[src/inc/fpm_pkg.sv]
// package: register map, field positions and reset values for the fault pin mask block
package fpm_pkg;
  localparam logic [7:0] ADDR_RB_CFG   = 8'h26;
  localparam logic [7:0] ADDR_MASK     = 8'h27;
  localparam logic [7:0] ADDR_FT_STAT  = 8'h2B;
  localparam logic [7:0] RST_RB_CFG    = 8'h0F;
  localparam logic [7:0] RST_MASK      = 8'h00;
  localparam logic [7:0] RB_CFG_WMASK  = 8'h0F;
  localparam logic [7:0] ZERO8         = 8'h00;
  localparam logic [3:0] ZERO4         = 4'h0;
  localparam int         NUM_CH        = 4;
  localparam int         NUM_CLASS     = 8;
  localparam int         BIT_SPI_ERR   = 7;
  localparam int         BIT_SERIAL_WATCHDOG_ERROR    = 6;
  localparam int         BIT_ILIMIT    = 5;
  localparam int         BIT_RVRS      = 4;
  localparam int         BIT_SHRT_VS   = 3;
  localparam int         BIT_WB_OFF    = 2;
  localparam int         BIT_WB_ON     = 1;
  localparam int         BIT_VS_UV     = 0;
endpackage

[src/inc/fpm_stat_if.sv]
// interface: fault events and status between top and status holder
`timescale 1ns/10ps
interface fpm_stat_if;
  logic [7:0] fault_live;
  logic       hold_disable;
  logic       read_clear;
  logic [7:0] status;
  modport top (output fault_live, output hold_disable, output read_clear, input status);
  modport hold (input fault_live, input hold_disable, input read_clear, output status);
endinterface // fpm_stat_if

[src/hdl/fpm_status_hold.sv]
// module: per-class fault status, latched or live
`timescale 1ns/10ps
module fpm_status_hold (
  input  wire logic I_MCLK,
  input  wire logic I_NRST,
  fpm_stat_if.hold  sif
);
  logic [7:0] status;
  logic [7:0] next_status;

  always_comb begin
    if (sif.hold_disable) begin
      next_status = sif.fault_live;
    end else if (sif.read_clear) begin
      // a fault present during the read clear survives: set wins
      next_status = sif.fault_live;
    end else begin
      next_status = status | sif.fault_live;
    end
  end

  always_ff @(posedge I_MCLK or negedge I_NRST) begin
    if (!I_NRST) begin
      status <= fpm_pkg::ZERO8;
    end else begin
      status <= next_status;
    end
  end

  assign sif.status = status;

  // a_hold_keeps_bit ...
  a_hold_keeps_bit: assert property (@(posedge I_MCLK) disable iff (!I_NRST)
    (!sif.hold_disable && !sif.read_clear) |=> ((status & $past(status)) == $past(status)))
    else $error("latched fault bit lost without read");
  // a_live_follow ...
  a_live_follow: assert property (@(posedge I_MCLK) disable iff (!I_NRST)
    sif.hold_disable |=> (status == $past(sif.fault_live)))
    else $error("live status does not follow fault");
endmodule // fpm_status_hold

[src/hdl/fpm_top.sv]
// module: fault pin masking, reverse block channel config and register access
`timescale 1ns/10ps
module fpm_top (
  input  wire logic       I_MCLK,
  input  wire logic       I_NRST,
  input  wire logic       I_WR_EN,
  input  wire logic       I_RD_EN,
  input  wire logic [7:0] I_ADDR,
  input  wire logic [7:0] I_WDATA,
  input  wire logic [7:0] I_FAULT_EVT,
  input  wire logic       I_RB_GLOBAL_DIS,
  input  wire logic       I_FAULT_HOLD_DIS,
  output logic      [7:0] O_RDATA,
  output logic      [3:0] O_RB_RUN,
  output logic      [3:0] O_RB_PULLDOWN,
  output logic            O_FAULT_N
);
  fpm_stat_if sif ();

  // pins from the analog side are asynchronous: two stages before use
  logic [7:0] evt_s1;
  logic [7:0] evt_s2;
  logic       dis_s1;
  logic       dis_s2;
  logic       hold_s1;
  logic       hold_s2;

  logic [7:0] rb_cfg;
  logic [7:0] mask;
  logic [7:0] next_rb_cfg;
  logic [7:0] next_mask;
  logic [7:0] rdata;
  logic [7:0] next_rdata;
  logic [3:0] rb_run;
  logic [3:0] next_rb_run;
  logic [3:0] rb_pd;
  logic [3:0] next_rb_pd;
  logic       fault_n;
  logic       next_fault_n;
  logic       rd_stat;

  always_ff @(posedge I_MCLK or negedge I_NRST) begin
    if (!I_NRST) begin
      evt_s1  <= fpm_pkg::ZERO8;
      evt_s2  <= fpm_pkg::ZERO8;
      dis_s1  <= 1'b0;
      dis_s2  <= 1'b0;
      hold_s1 <= 1'b0;
      hold_s2 <= 1'b0;
    end else begin
      evt_s1  <= I_FAULT_EVT;
      evt_s2  <= evt_s1;
      dis_s1  <= I_RB_GLOBAL_DIS;
      dis_s2  <= dis_s1;
      hold_s1 <= I_FAULT_HOLD_DIS;
      hold_s2 <= hold_s1;
    end
  end

  assign rd_stat          = I_RD_EN && (I_ADDR == fpm_pkg::ADDR_FT_STAT);
  assign sif.fault_live   = evt_s2;
  assign sif.hold_disable = hold_s2;
  assign sif.read_clear   = rd_stat;

  fpm_status_hold u_hold (
    .I_MCLK (I_MCLK),
    .I_NRST (I_NRST),
    .sif    (sif)
  );

  // register writes
  always_comb begin
    next_rb_cfg = rb_cfg;
    next_mask   = mask;
    if (I_WR_EN) begin
      case (I_ADDR)
        fpm_pkg::ADDR_RB_CFG: next_rb_cfg = I_WDATA & fpm_pkg::RB_CFG_WMASK;
        fpm_pkg::ADDR_MASK:   next_mask   = I_WDATA;
        default:              next_mask   = mask;
      endcase
    end
  end

  // register reads; unmapped addresses read zero
  always_comb begin
    next_rdata = rdata;
    if (I_RD_EN) begin
      case (I_ADDR)
        fpm_pkg::ADDR_RB_CFG:  next_rdata = rb_cfg;
        fpm_pkg::ADDR_MASK:    next_rdata = mask;
        fpm_pkg::ADDR_FT_STAT: next_rdata = sif.status;
        default:               next_rdata = fpm_pkg::ZERO8;
      endcase
    end
  end

  always_comb begin
    next_rb_run = fpm_pkg::ZERO4;
    next_rb_pd  = fpm_pkg::ZERO4;
    if (!dis_s2) begin
      next_rb_run = rb_cfg[3:0];
      next_rb_pd  = ~rb_cfg[3:0];
    end
  end

  always_comb begin
    next_fault_n = ~|(sif.status & ~mask);
  end

  always_ff @(posedge I_MCLK or negedge I_NRST) begin
    if (!I_NRST) begin
      rb_cfg  <= fpm_pkg::RST_RB_CFG;
      mask    <= fpm_pkg::RST_MASK;
      rdata   <= fpm_pkg::ZERO8;
      rb_run  <= fpm_pkg::ZERO4;
      rb_pd   <= fpm_pkg::ZERO4;
      fault_n <= 1'b1;
    end else begin
      rb_cfg  <= next_rb_cfg;
      mask    <= next_mask;
      rdata   <= next_rdata;
      rb_run  <= next_rb_run;
      rb_pd   <= next_rb_pd;
      fault_n <= next_fault_n;
    end
  end

  assign O_RDATA       = rdata;
  assign O_RB_RUN      = rb_run;
  assign O_RB_PULLDOWN = rb_pd;
  assign O_FAULT_N     = fault_n;

  a_rb_run_sel: assert property (@(posedge I_MCLK) disable iff (!I_NRST)
    !dis_s2 |=> (O_RB_RUN == $past(rb_cfg[3:0])))
    else $error("reverse block run does not follow select");
  a_rb_pulldown: assert property (@(posedge I_MCLK) disable iff (!I_NRST)
    !dis_s2 |=> (O_RB_PULLDOWN == ~$past(rb_cfg[3:0])))
    else $error("pulldown does not follow cleared select");
  a_rb_reserved: assert property (@(posedge I_MCLK) disable iff (!I_NRST)
    rb_cfg[7:4] == fpm_pkg::ZERO4)
    else $error("reserved config bits set");
  a_mask_write: assert property (@(posedge I_MCLK) disable iff (!I_NRST)
    (I_WR_EN && I_ADDR == fpm_pkg::ADDR_MASK) |=> (mask == $past(I_WDATA)))
    else $error("mask write lost");
  a_pin_unmasked: assert property (@(posedge I_MCLK) disable iff (!I_NRST)
    |(sif.status & ~mask) |=> !O_FAULT_N)
    else $error("unmasked fault not on pin");
  a_pin_release: assert property (@(posedge I_MCLK) disable iff (!I_NRST)
    ((sif.status & ~mask) == fpm_pkg::ZERO8) |=> O_FAULT_N)
    else $error("pin held with only masked faults");
  a_spi_masked: assert property (@(posedge I_MCLK) disable iff (!I_NRST)
    (mask[fpm_pkg::BIT_SPI_ERR] && sif.status == 8'h80) |=> O_FAULT_N)
    else $error("masked bus error drove pin");
  a_stat_read: assert property (@(posedge I_MCLK) disable iff (!I_NRST)
    rd_stat |=> (O_RDATA == $past(sif.status)))
    else $error("status read ignores recorded error");

  c_fault_pin: cover property (@(posedge I_MCLK) disable iff (!I_NRST) $fell(O_FAULT_N));
  c_masked_evt: cover property (@(posedge I_MCLK) disable iff (!I_NRST)
    (|sif.status) && O_FAULT_N);
  c_rb_write: cover property (@(posedge I_MCLK) disable iff (!I_NRST)
    I_WR_EN && I_ADDR == fpm_pkg::ADDR_RB_CFG);
endmodule // fpm_top

[config.mk]
export PLATFORM = sky130hd
export DESIGN_NAME = fpm_top
export DESIGN_NICKNAME = d
export VERILOG_FILES = /design/src/inc/fpm_pkg.sv /design/src/inc/fpm_stat_if.sv /design/src/hdl/fpm_status_hold.sv /design/src/hdl/fpm_top.sv
export SDC_FILE = /design/constraint.sdc
export NUM_CORES = 1
export LEC_CHECK = 0
export BUFFER_PORTS_ARGS = -buffer_cell sky130_fd_sc_hd__buf_2
export CAP_MARGIN = 10
export CORE_ASPECT_RATIO = 1.75
export CORE_MARGIN = 2
export CORE_UTILIZATION = 56
export DETAILED_ROUTE_END_ITERATION = 10
export PLACE_DENSITY = 0.82
export SYNTH_ARGS = -nofsm -noshare
export SYNTH_HDL_FRONTEND = slang
export SYNTH_SLANG_ARGS = --single-unit
[constraint.sdc]
create_clock -name I_MCLK -period 1.9 [get_ports I_MCLK]
set_input_delay 0.285 -clock I_MCLK [delete_from_list [all_inputs] [get_ports I_MCLK]]
set_output_delay 0.285 -clock I_MCLK [all_outputs]
set_load 0.005 [all_outputs]
---- Word-level counts from Yosys, hierarchy flattened ----
Cells that the tools add are included.
operators by class
  add/sub/neg operators ................... 0
  multiply operators ...................... 0
  divide/modulo/power cells ............... 0
  magnitude comparators ................... 0
  equal/unequal tests ..................... 3
  shift-type cells ........................ 0
  multiplexer cells ....................... 5
  bitwise operators ....................... 4
  reduce and logical (&&, ||, !) cells .... 5
operator list
  operator                                              count
  equality test 8 x 6 -> 1 bit (second input constant)  3
  case mux 8 bit (3 select lines)                       1
  2-to-1 mux 8 bit                                      2
  AND 8 bit                                             1
  2-to-1 mux 4 bit                                      2
  inverter 8 bit                                        1
  OR 8 bit                                              1
  OR reduction 8 bit                                    1
  inverter 4 bit                                        1
  AND reduction 2 bit                                   2
  logical AND 1 bit                                     1
  zero test 1 bit                                       1
storage, ports and cells
  register bits after elaboration ......... 57
  bits in latches ......................... 0
  RAM bits ................................ 0
  memory bits (read-only) ................. 0
  output and inout port bits .............. 17
  memories ................................ 0

---- Logic depth before layout (Yosys ltp) ----
Gate-level depths: netlist of the first run.
  depth in word-level cells ............... 4
  gate-level depth with buffers ........... 4
  gate-level depth less buffers ........... 3

---- By module ----
A second synthesis of the first run with hierarchy kept.
unflattened totals
  cells, all modules ...................... 131
  area total of the unflattened synthesis .. 2,042.0 sq um
modules (own cells, without submodules)
  module           times used  cells an instance  area each (sq um)
  fpm_top          1           114                1,770.4
  fpm_status_hold  1           17                 271.5

---- Worst setup path before layout of the first run ----
No wires, ideal clock.
  path kind ............................... input-to-reg
  from .................................... input I_ADDR[4]
  to ...................................... register rb_cfg[0]
  arrival ................................. 1,717 ps
  data required time ...................... 1,818 ps
  path slack .............................. 101 ps
  stages on the path ...................... 4
  path buffers ............................ 1
  path through ............................ or4b_4 > or4_4 > buf_6 > mux2_4
between the ends
  word-level cells in the longest chain between the ends .. 2
RTL lines
  what                           RTL line        source
  start: declaration             fpm_top.sv:8    input wire logic [7:0] I_ADDR,
  equality test 8 x 6 -> 1 bit   fpm_top.sv:76   case (I_ADDR)
  AND reduction 2 bit (no line)  n/a
  end signal: assignment         fpm_top.sv:112  rb_cfg <= fpm_pkg::RST_RB_CFG;
  end signal: assignment         fpm_top.sv:119  rb_cfg <= next_rb_cfg;
  end: declaration               fpm_top.sv:28   logic [7:0] rb_cfg;
Every way passes these cells.
A chain may end at the register's enable or synchronous reset.

---- Worst setup path in the final report of the first run ----
Same ends and word-level chain as after synthesis.

==> impl_metrics.toml, run 1 <==
[outcome]
status = "complete, no violations"

[logic_synthesis]
synth_ff_type = "dfrtp_1"
yosys.area.top_type_share = 0.6318
ys_async_sr_fraction = 1.000
syn_nets = 171
syn_inst = 141
synthDistinctLibCells = 26
synth_edf_count = 0
ys_seq_elements = 57
yosys.area.top_type = "dfrtp_1"
synth.avg_cell_area_um2 = 14.61
synth_area_um2 = 2059
ys.warnings.count = 0
synth-seq-area-share = 0.6956
yosys-top-cells-area = "dfrtp_1, mux2_2, dfstp_2"

[timing]
tns_ns = 0
final.min_clock_period_ns = 1.552
period_share = 0.8169
drv_slew = 0
setup_viol = 0
slew_headroom = 0.6345
fin_skew_ns = 0.005678
rsz0062_at_grt = "no"
fmax_ghz = 0.6443
tightestPinTransition_ns = 0.5482
hold_viol_final = 0

[global_route]
grt_pass1_vias = 1493
grtUsageTotal = 0.2267
grt_pass1_wl_mm = 6.755
antenna_found_initial = 0
overflow = 0
grt_max_degree = 35

[power]
ir_drop_mv = 0.7634
p_total_w = 0.002449
leakagePower_nw = 1.307
power_density_nw_per_um2 = 953.6

[clock_tree]
cts_max_level = 3
postCtsResizedCells = 0
clock_path_buffers = 2
numCtsBuffers = 9
postCtsSetupBuffers = 0
cts_tree = "done"
cts_sinks = 57
clk_pin_slew_ns = 0.06
clock_latency_ns = 0.33
hold_buffers = 1
cts_root_buffer = "clkbuf_8"

[drt]
vias = 1374
avgViaCountPerCell = 5.496
wl_per_cell_um = 16.20
drtIter0Drc = 15
antenna_left = 0
drc = 0
drt-total-wl_mm = 4.050
firstDrtPassIters = 4

[min_path]
min_from = "I_FAULT_EVT[7]"
min_path_type = "primary input to flip-flop"

[die]
boundaryPins = 47
dieArea_um2 = 4198
start_util = 0.5733
die_x_um = 49.84
die_h_um = 84.23
fp.coreArea_um2 = 3592
core.rowCount = 29

[worst_setup_path]
crit_path_end_kind = "flip-flop"
rr_startpoint = "mask[3]"
arrival_ns = 1.81
path_class = "primary input to flip-flop"
critPathLaunch = "I_ADDR[4]"
crit_required_ns = 2.16
cp_max_fo = 4
cp-start-kind = "primary input"
r2r_slack_ns = 0.85

[final_layout]
final_nets = 230
drive_gt1_frac = 0.4461
layout_commonest_cell = "dfrtp_1"
n_fill_cell = 234
area.growth.synth_to_final_pct = 24.73
final_cell_mix = "dfrtp_1, buf_2, mux2_2, clkbuf_8, inv_1"
diodes = 0

[place]
gp_congestion = 0.8876
dp.final_hpwl_mm = 3.047
port_buffers = 46

[job]
maxCapViolCount = 0
layer usage:
| layer | track usage | vias to the layer above | part of all wire | wire [µm] |
|---|---|---|---|---|
| met5 | 0 | - | 0 | 0 |
| met4 | 0.1490 | 0 | 0.029 | 119 |
| met3 | 0.08363 | 11 | 0.054 | 219 |
| met2 | 0.3879 | 56 | 0.57 | 2299 |
| met1 | 0.2217 | 689 | 0.35 | 1411 |
| li1 | - | 618 | - | - |
area by class of cell:
cell class	count	area (µm²)	area share
Sequential cell	57	1433	0.5577
Multi-Input combinational cell	69	563.0	0.2192
Timing Repair Buffer	53	297.8	0.1159
Clock buffer	12	165.2	0.06430
Tap cell	46	57.56	0.02241
Inverter	10	37.54	0.01461
Clock inverter	3	15.01	0.005845
cell families after synthesis:
group,synth area share
mux,0.09478
simple gates,0.06987
flops,0.6956
compound gates,0.1087
buf+inv,0.03099
synthesized netlist by cell type (4+ instances only):
master and instances:
nand2_1 6, a22oi_1 4, o2bb2ai_1 4, o22ai_1 4
inv_1 10, mux2_2 12, mux2_4 4, o31ai_1 4
dfrtp_1 52, dfstp_2 5, nor2_1 4, nor2b_1 6
a21o_1 8, a32oi_1 4
through the flow:
| step | cells | worst slack [ns] | hold slack [ns] | cell area, µm² | utilization |
|---|---|---|---|---|---|
| detailed placement | 234 | 0.007990 | 0.2988 | 2379 | 0.6621 |
| floorplan | 141 | 0.1010 | -0.01059 | 2059 | - |
| global route | 250 | 0.3463 | 0.04180 | 2569 | 0.7151 |
| global placement | 234 | 0.03177 | 0.2832 | 2379 | 0.6621 |
| CTS | 250 | 0.3669 | 0.03966 | 2569 | 0.7151 |
| finish | 250 | 0.3479 | 0.06150 | 2569 | 0.7151 |
worst paths after layout:
kind | endpoint | cells after the start
max | rb_cfg[0] | 4
min | evt_s1[7] | 1
max reg2reg | O_RDATA[3] | 3
min reg2reg | evt_s2[0] | 0
max in group asynchronous | rb_cfg[0] | 3
min in group asynchronous | O_RDATA[6] | 2
registers in the layout (all words and copies together), names as in the netlist:
name               count
O_RB_RUN               4
hold_s2                1
u_hold.sif.status      8
O_FAULT_N              1
dis_s1                 1
O_RB_PULLDOWN          4
rb_cfg                 4
evt_s2                 8
hold_s1                1
dis_s2                 1
evt_s1                 8
mask                   8
O_RDATA                8
report_power, final:
part | switching (W) | total (W) | internal (W)
combinational | 0.0000805 | 0.000156 | 0.0000760
sequential | 0.0000312 | 0.00130 | 0.00127
clock | 0.000427 | 0.000991 | 0.000565
total | 0.000538 | 0.00245 | 0.00191
critical path, stage by stage:
cell and delay [ns]:
buf_2 0.11, or4b_4 0.54, or4_4 0.55, mux2_4 0.32
Note: power is estimated with default switching activity, not from simulation.
==> run 2: changes to the inputs <==
--- a/config.mk
+++ b/config.mk
@@ -5,13 +5,14 @@
 export SDC_FILE = /design/constraint.sdc
 export NUM_CORES = 1
 export LEC_CHECK = 0
+export ABC_AREA = 1
 export BUFFER_PORTS_ARGS = -buffer_cell sky130_fd_sc_hd__buf_2
 export CAP_MARGIN = 10
 export CORE_ASPECT_RATIO = 1.75
 export CORE_MARGIN = 2
-export CORE_UTILIZATION = 56
+export CORE_UTILIZATION = 53
 export DETAILED_ROUTE_END_ITERATION = 10
-export PLACE_DENSITY = 0.82
+export PLACE_DENSITY = 0.78
 export SYNTH_ARGS = -nofsm -noshare
 export SYNTH_HDL_FRONTEND = slang
 export SYNTH_SLANG_ARGS = --single-unit
==> constraint.sdc (replaced) <==
create_clock -name I_MCLK -period 1.6 [get_ports I_MCLK]
set_input_delay 0.24 -clock I_MCLK [delete_from_list [all_inputs] [get_ports I_MCLK]]
set_output_delay 0.24 -clock I_MCLK [all_outputs]
set_load 0.005 [all_outputs]
==> run 2 against run 1 <==
Against the previous run: via count grew 16%; wire length shrank 3.1%; clock power grew 84%; first-iteration DRC count grew 60%; global-route usage shrank 2.3 points; combinational power grew 37%; power grew 47%; die area grew 11%; utilization grew 1.3 points; critical path depth shrank 3; setup slack gained 0.073 ns; largest power group is now clock.
==> impl_metrics.toml, run 2 <==
[outcome]
status = "complete, no violations"

[place]
port_buffers = 46
dp_cells = 306
dp.final_hpwl_mm = 2.682
gp_congestion = 0.8338

[job]
maxCapViolCount = 0

[global_route]
grt_pass1_vias = 1602
antenna_found_initial = 0
grtUsageTotal = 0.2038
grt_pass1_wl_mm = 6.768
grt_max_degree = 58
overflow = 0

[worst_setup_path]
max_stage_delay_ns = 0.51
path_cells = "buf_2"
rr_startpoint = "rb_cfg[1]"
cp_slowest_cell = "dfstp_2"
critPathLaunch = "O_FAULT_N"
arrival_ns = 0.94
cp_max_fo = 1
reg2regPathDepth = 4
path_buf_inv = 1
path_depth = 1
crit_path_end_kind = "output pin"
path_class = "flip-flop to output pin"
cp_top_family = "flip-flops"
r2r_slack_ns = 0.69
cp-start-kind = "flip-flop"
crit_end = "O_FAULT_N"
crit_required_ns = 1.36
r2r-end = "O_RDATA[1]"

[timing]
fmax_ghz = 0.8481
period_share = 0.7369
rsz0062_at_grt = "no"
fin_skew_ns = 0.004936
tns_ns = 0
final.min_clock_period_ns = 1.179
slew_headroom = 0.7574
tightestPinTransition_ns = 0.3625
drv_slew = 0
setup_viol = 0
hold_viol_final = 0

[logic_synthesis]
syn_nets = 245
synthMuxAreaShare = 0
yosys.area.top_type_share = 0.5960
yosys.area.top_type = "dfrtp_1"
syn_inst = 215
ys_async_sr_fraction = 1.000
synthMostInstantiatedCell = "nand2_1"
synth_top_family_by_area = "simple AND/OR/NAND/NOR gates"
synthAdderAreaFrac = 0
synthDistinctLibCells = 18
synth_xor_area_frac = 0
synth.avg_cell_area_um2 = 10.16
yosys-top-cells-area = "dfrtp_1, nand2_1, nand3_1"
synth_edf_count = 0
synth-simple-area-share = 0.2304
synth_area_um2 = 2183
synth_commonest_cells = "nand2_1, dfrtp_1, inv_1, nand3_1, o21ai_0"
ys_seq_elements = 57
ys.warnings.count = 0
synth-seq-area-share = 0.6562
synth_compound_area_frac = 0.04298
synth_ff_type = "dfrtp_1"

[die]
die_x_um = 52.52
boundaryPins = 47
fp.coreArea_um2 = 3904
dieArea_um2 = 4669
start_util = 0.5593
core.rowCount = 30
die_h_um = 88.91

[drt]
drt-total-wl_mm = 3.923
antenna_left = 0
wl_per_cell_um = 11.78
firstDrtPassIters = 4
drc = 0
vias = 1594
drtIter0Drc = 24
avgViaCountPerCell = 4.787

[power]
leakagePower_nw = 1.533
p_clk_frac = 0.506
p_int_w = 0.002894
seqPwrFrac = 0.435
swShare = 0.1955
combPwrFrac = 0.059
p_sw_w = 0.0007034
power_density_nw_per_um2 = 1265
ir_drop_mv = 0.9813

[clock_tree]
clk_pin_slew_ns = 0.06
numCtsBuffers = 9
postCtsSetupBuffers = 0
clock_path_buffers = 2
cts_max_level = 3
postCtsResizedCells = 0
cts_sinks = 57
cts_tree = "done"
cts_root_buffer = "clkbuf_8"
clock_latency_ns = 0.33

[final_layout]
finalNonFillerCells = 333
area.growth.synth_to_final_pct = 30.20
drive_gt1_frac = 0.2807
final_nets = 310
diodes = 0
layout_commonest_cell = "nand2_1"
final_cell_mix = "nand2_1, dfrtp_1, buf_2"
n_fill_cell = 302

[min_path]
min_path_cells = 3
min_from = "I_WDATA[6]"
min_path_type = "primary input to flip-flop"
run 2: cell types whose count changed in the layout (fill, tap and decap cells not counted), moves of 5 or more:
cell,before,now
nand2_1,6,58
nor2_1,4,9
nand3_1,1,29
mux2_2,12,0
dlygate4sd3_1,1,11
inv_1,10,29
nor2b_1,6,0
a21o_1,8,0
o21ai_0,0,14
run 2: what timing repair did:
item                                    CTS  global route
hold endpoints to repair                 62             0
endpoints found under the setup margin    0             0
hold buffers                             11             0
run 2: kinds of logic after synthesis:
family                 after synthesis
AO/OA/AOI/OAI                       17
buffers and inverters               34
flip-flops                          57
AND/OR/NAND/NOR                    107
run 2: metal layers:
layer  track usage  wire, µm
met5             0         0
met4        0.1212       105
met3       0.06522       195
met2        0.3443      2116
met1        0.2173      1505
run 2: final cells by class:
type	instances	area, µm²	area share
tap	48	60.06	0.02113
clock inverter	5	125.1	0.04401
inverter	29	108.9	0.03829
multi-input combinational	124	596.8	0.2099
sequential	57	1433	0.5040
clock buffer	11	151.4	0.05326
timing repair buffer	59	367.9	0.1294
run 2: through the flow:
| stage | setup slack, ns | area, µm² | hold WS [ns] | utilization | total power (W) |
|---|---|---|---|---|---|
| detailed placement | 0.2323 | 2456 | 0.2590 | 0.6292 | 0.001786 |
| floorplan | 0.5265 | 2183 | -0.05559 | - | 0.001674 |
| global placement | 0.3076 | 2456 | 0.2540 | 0.6292 | 0.001776 |
| finish | 0.4209 | 2843 | 0.1135 | 0.7282 | 0.003597 |
| CTS | 0.3980 | 2843 | 0.08825 | 0.7282 | 0.003648 |
| global route | 0.3911 | 2843 | 0.1107 | 0.7282 | 0.003732 |
run 2: worst min-delay path by stage:
stage	slack (ns)	endpoint
final	0.11	mask[6]
after floorplan	-0.06	O_RB_PULLDOWN[0]
after detailed placement	0.26	O_RB_RUN[1]
after CTS	0.09	mask[6]
after global routing	0.11	mask[6]
after global placement	0.25	O_RB_PULLDOWN[3]
run 2: power groups by stage:
stage               sequential [W]  combinational, W  clock, W
global route               0.00157          0.000246   0.00192
CTS                        0.00156          0.000217   0.00187
finish                     0.00156          0.000213   0.00182
global placement           0.00159          0.000190         0
floorplan                  0.00158         0.0000940         0
detailed placement         0.00159          0.000196         0
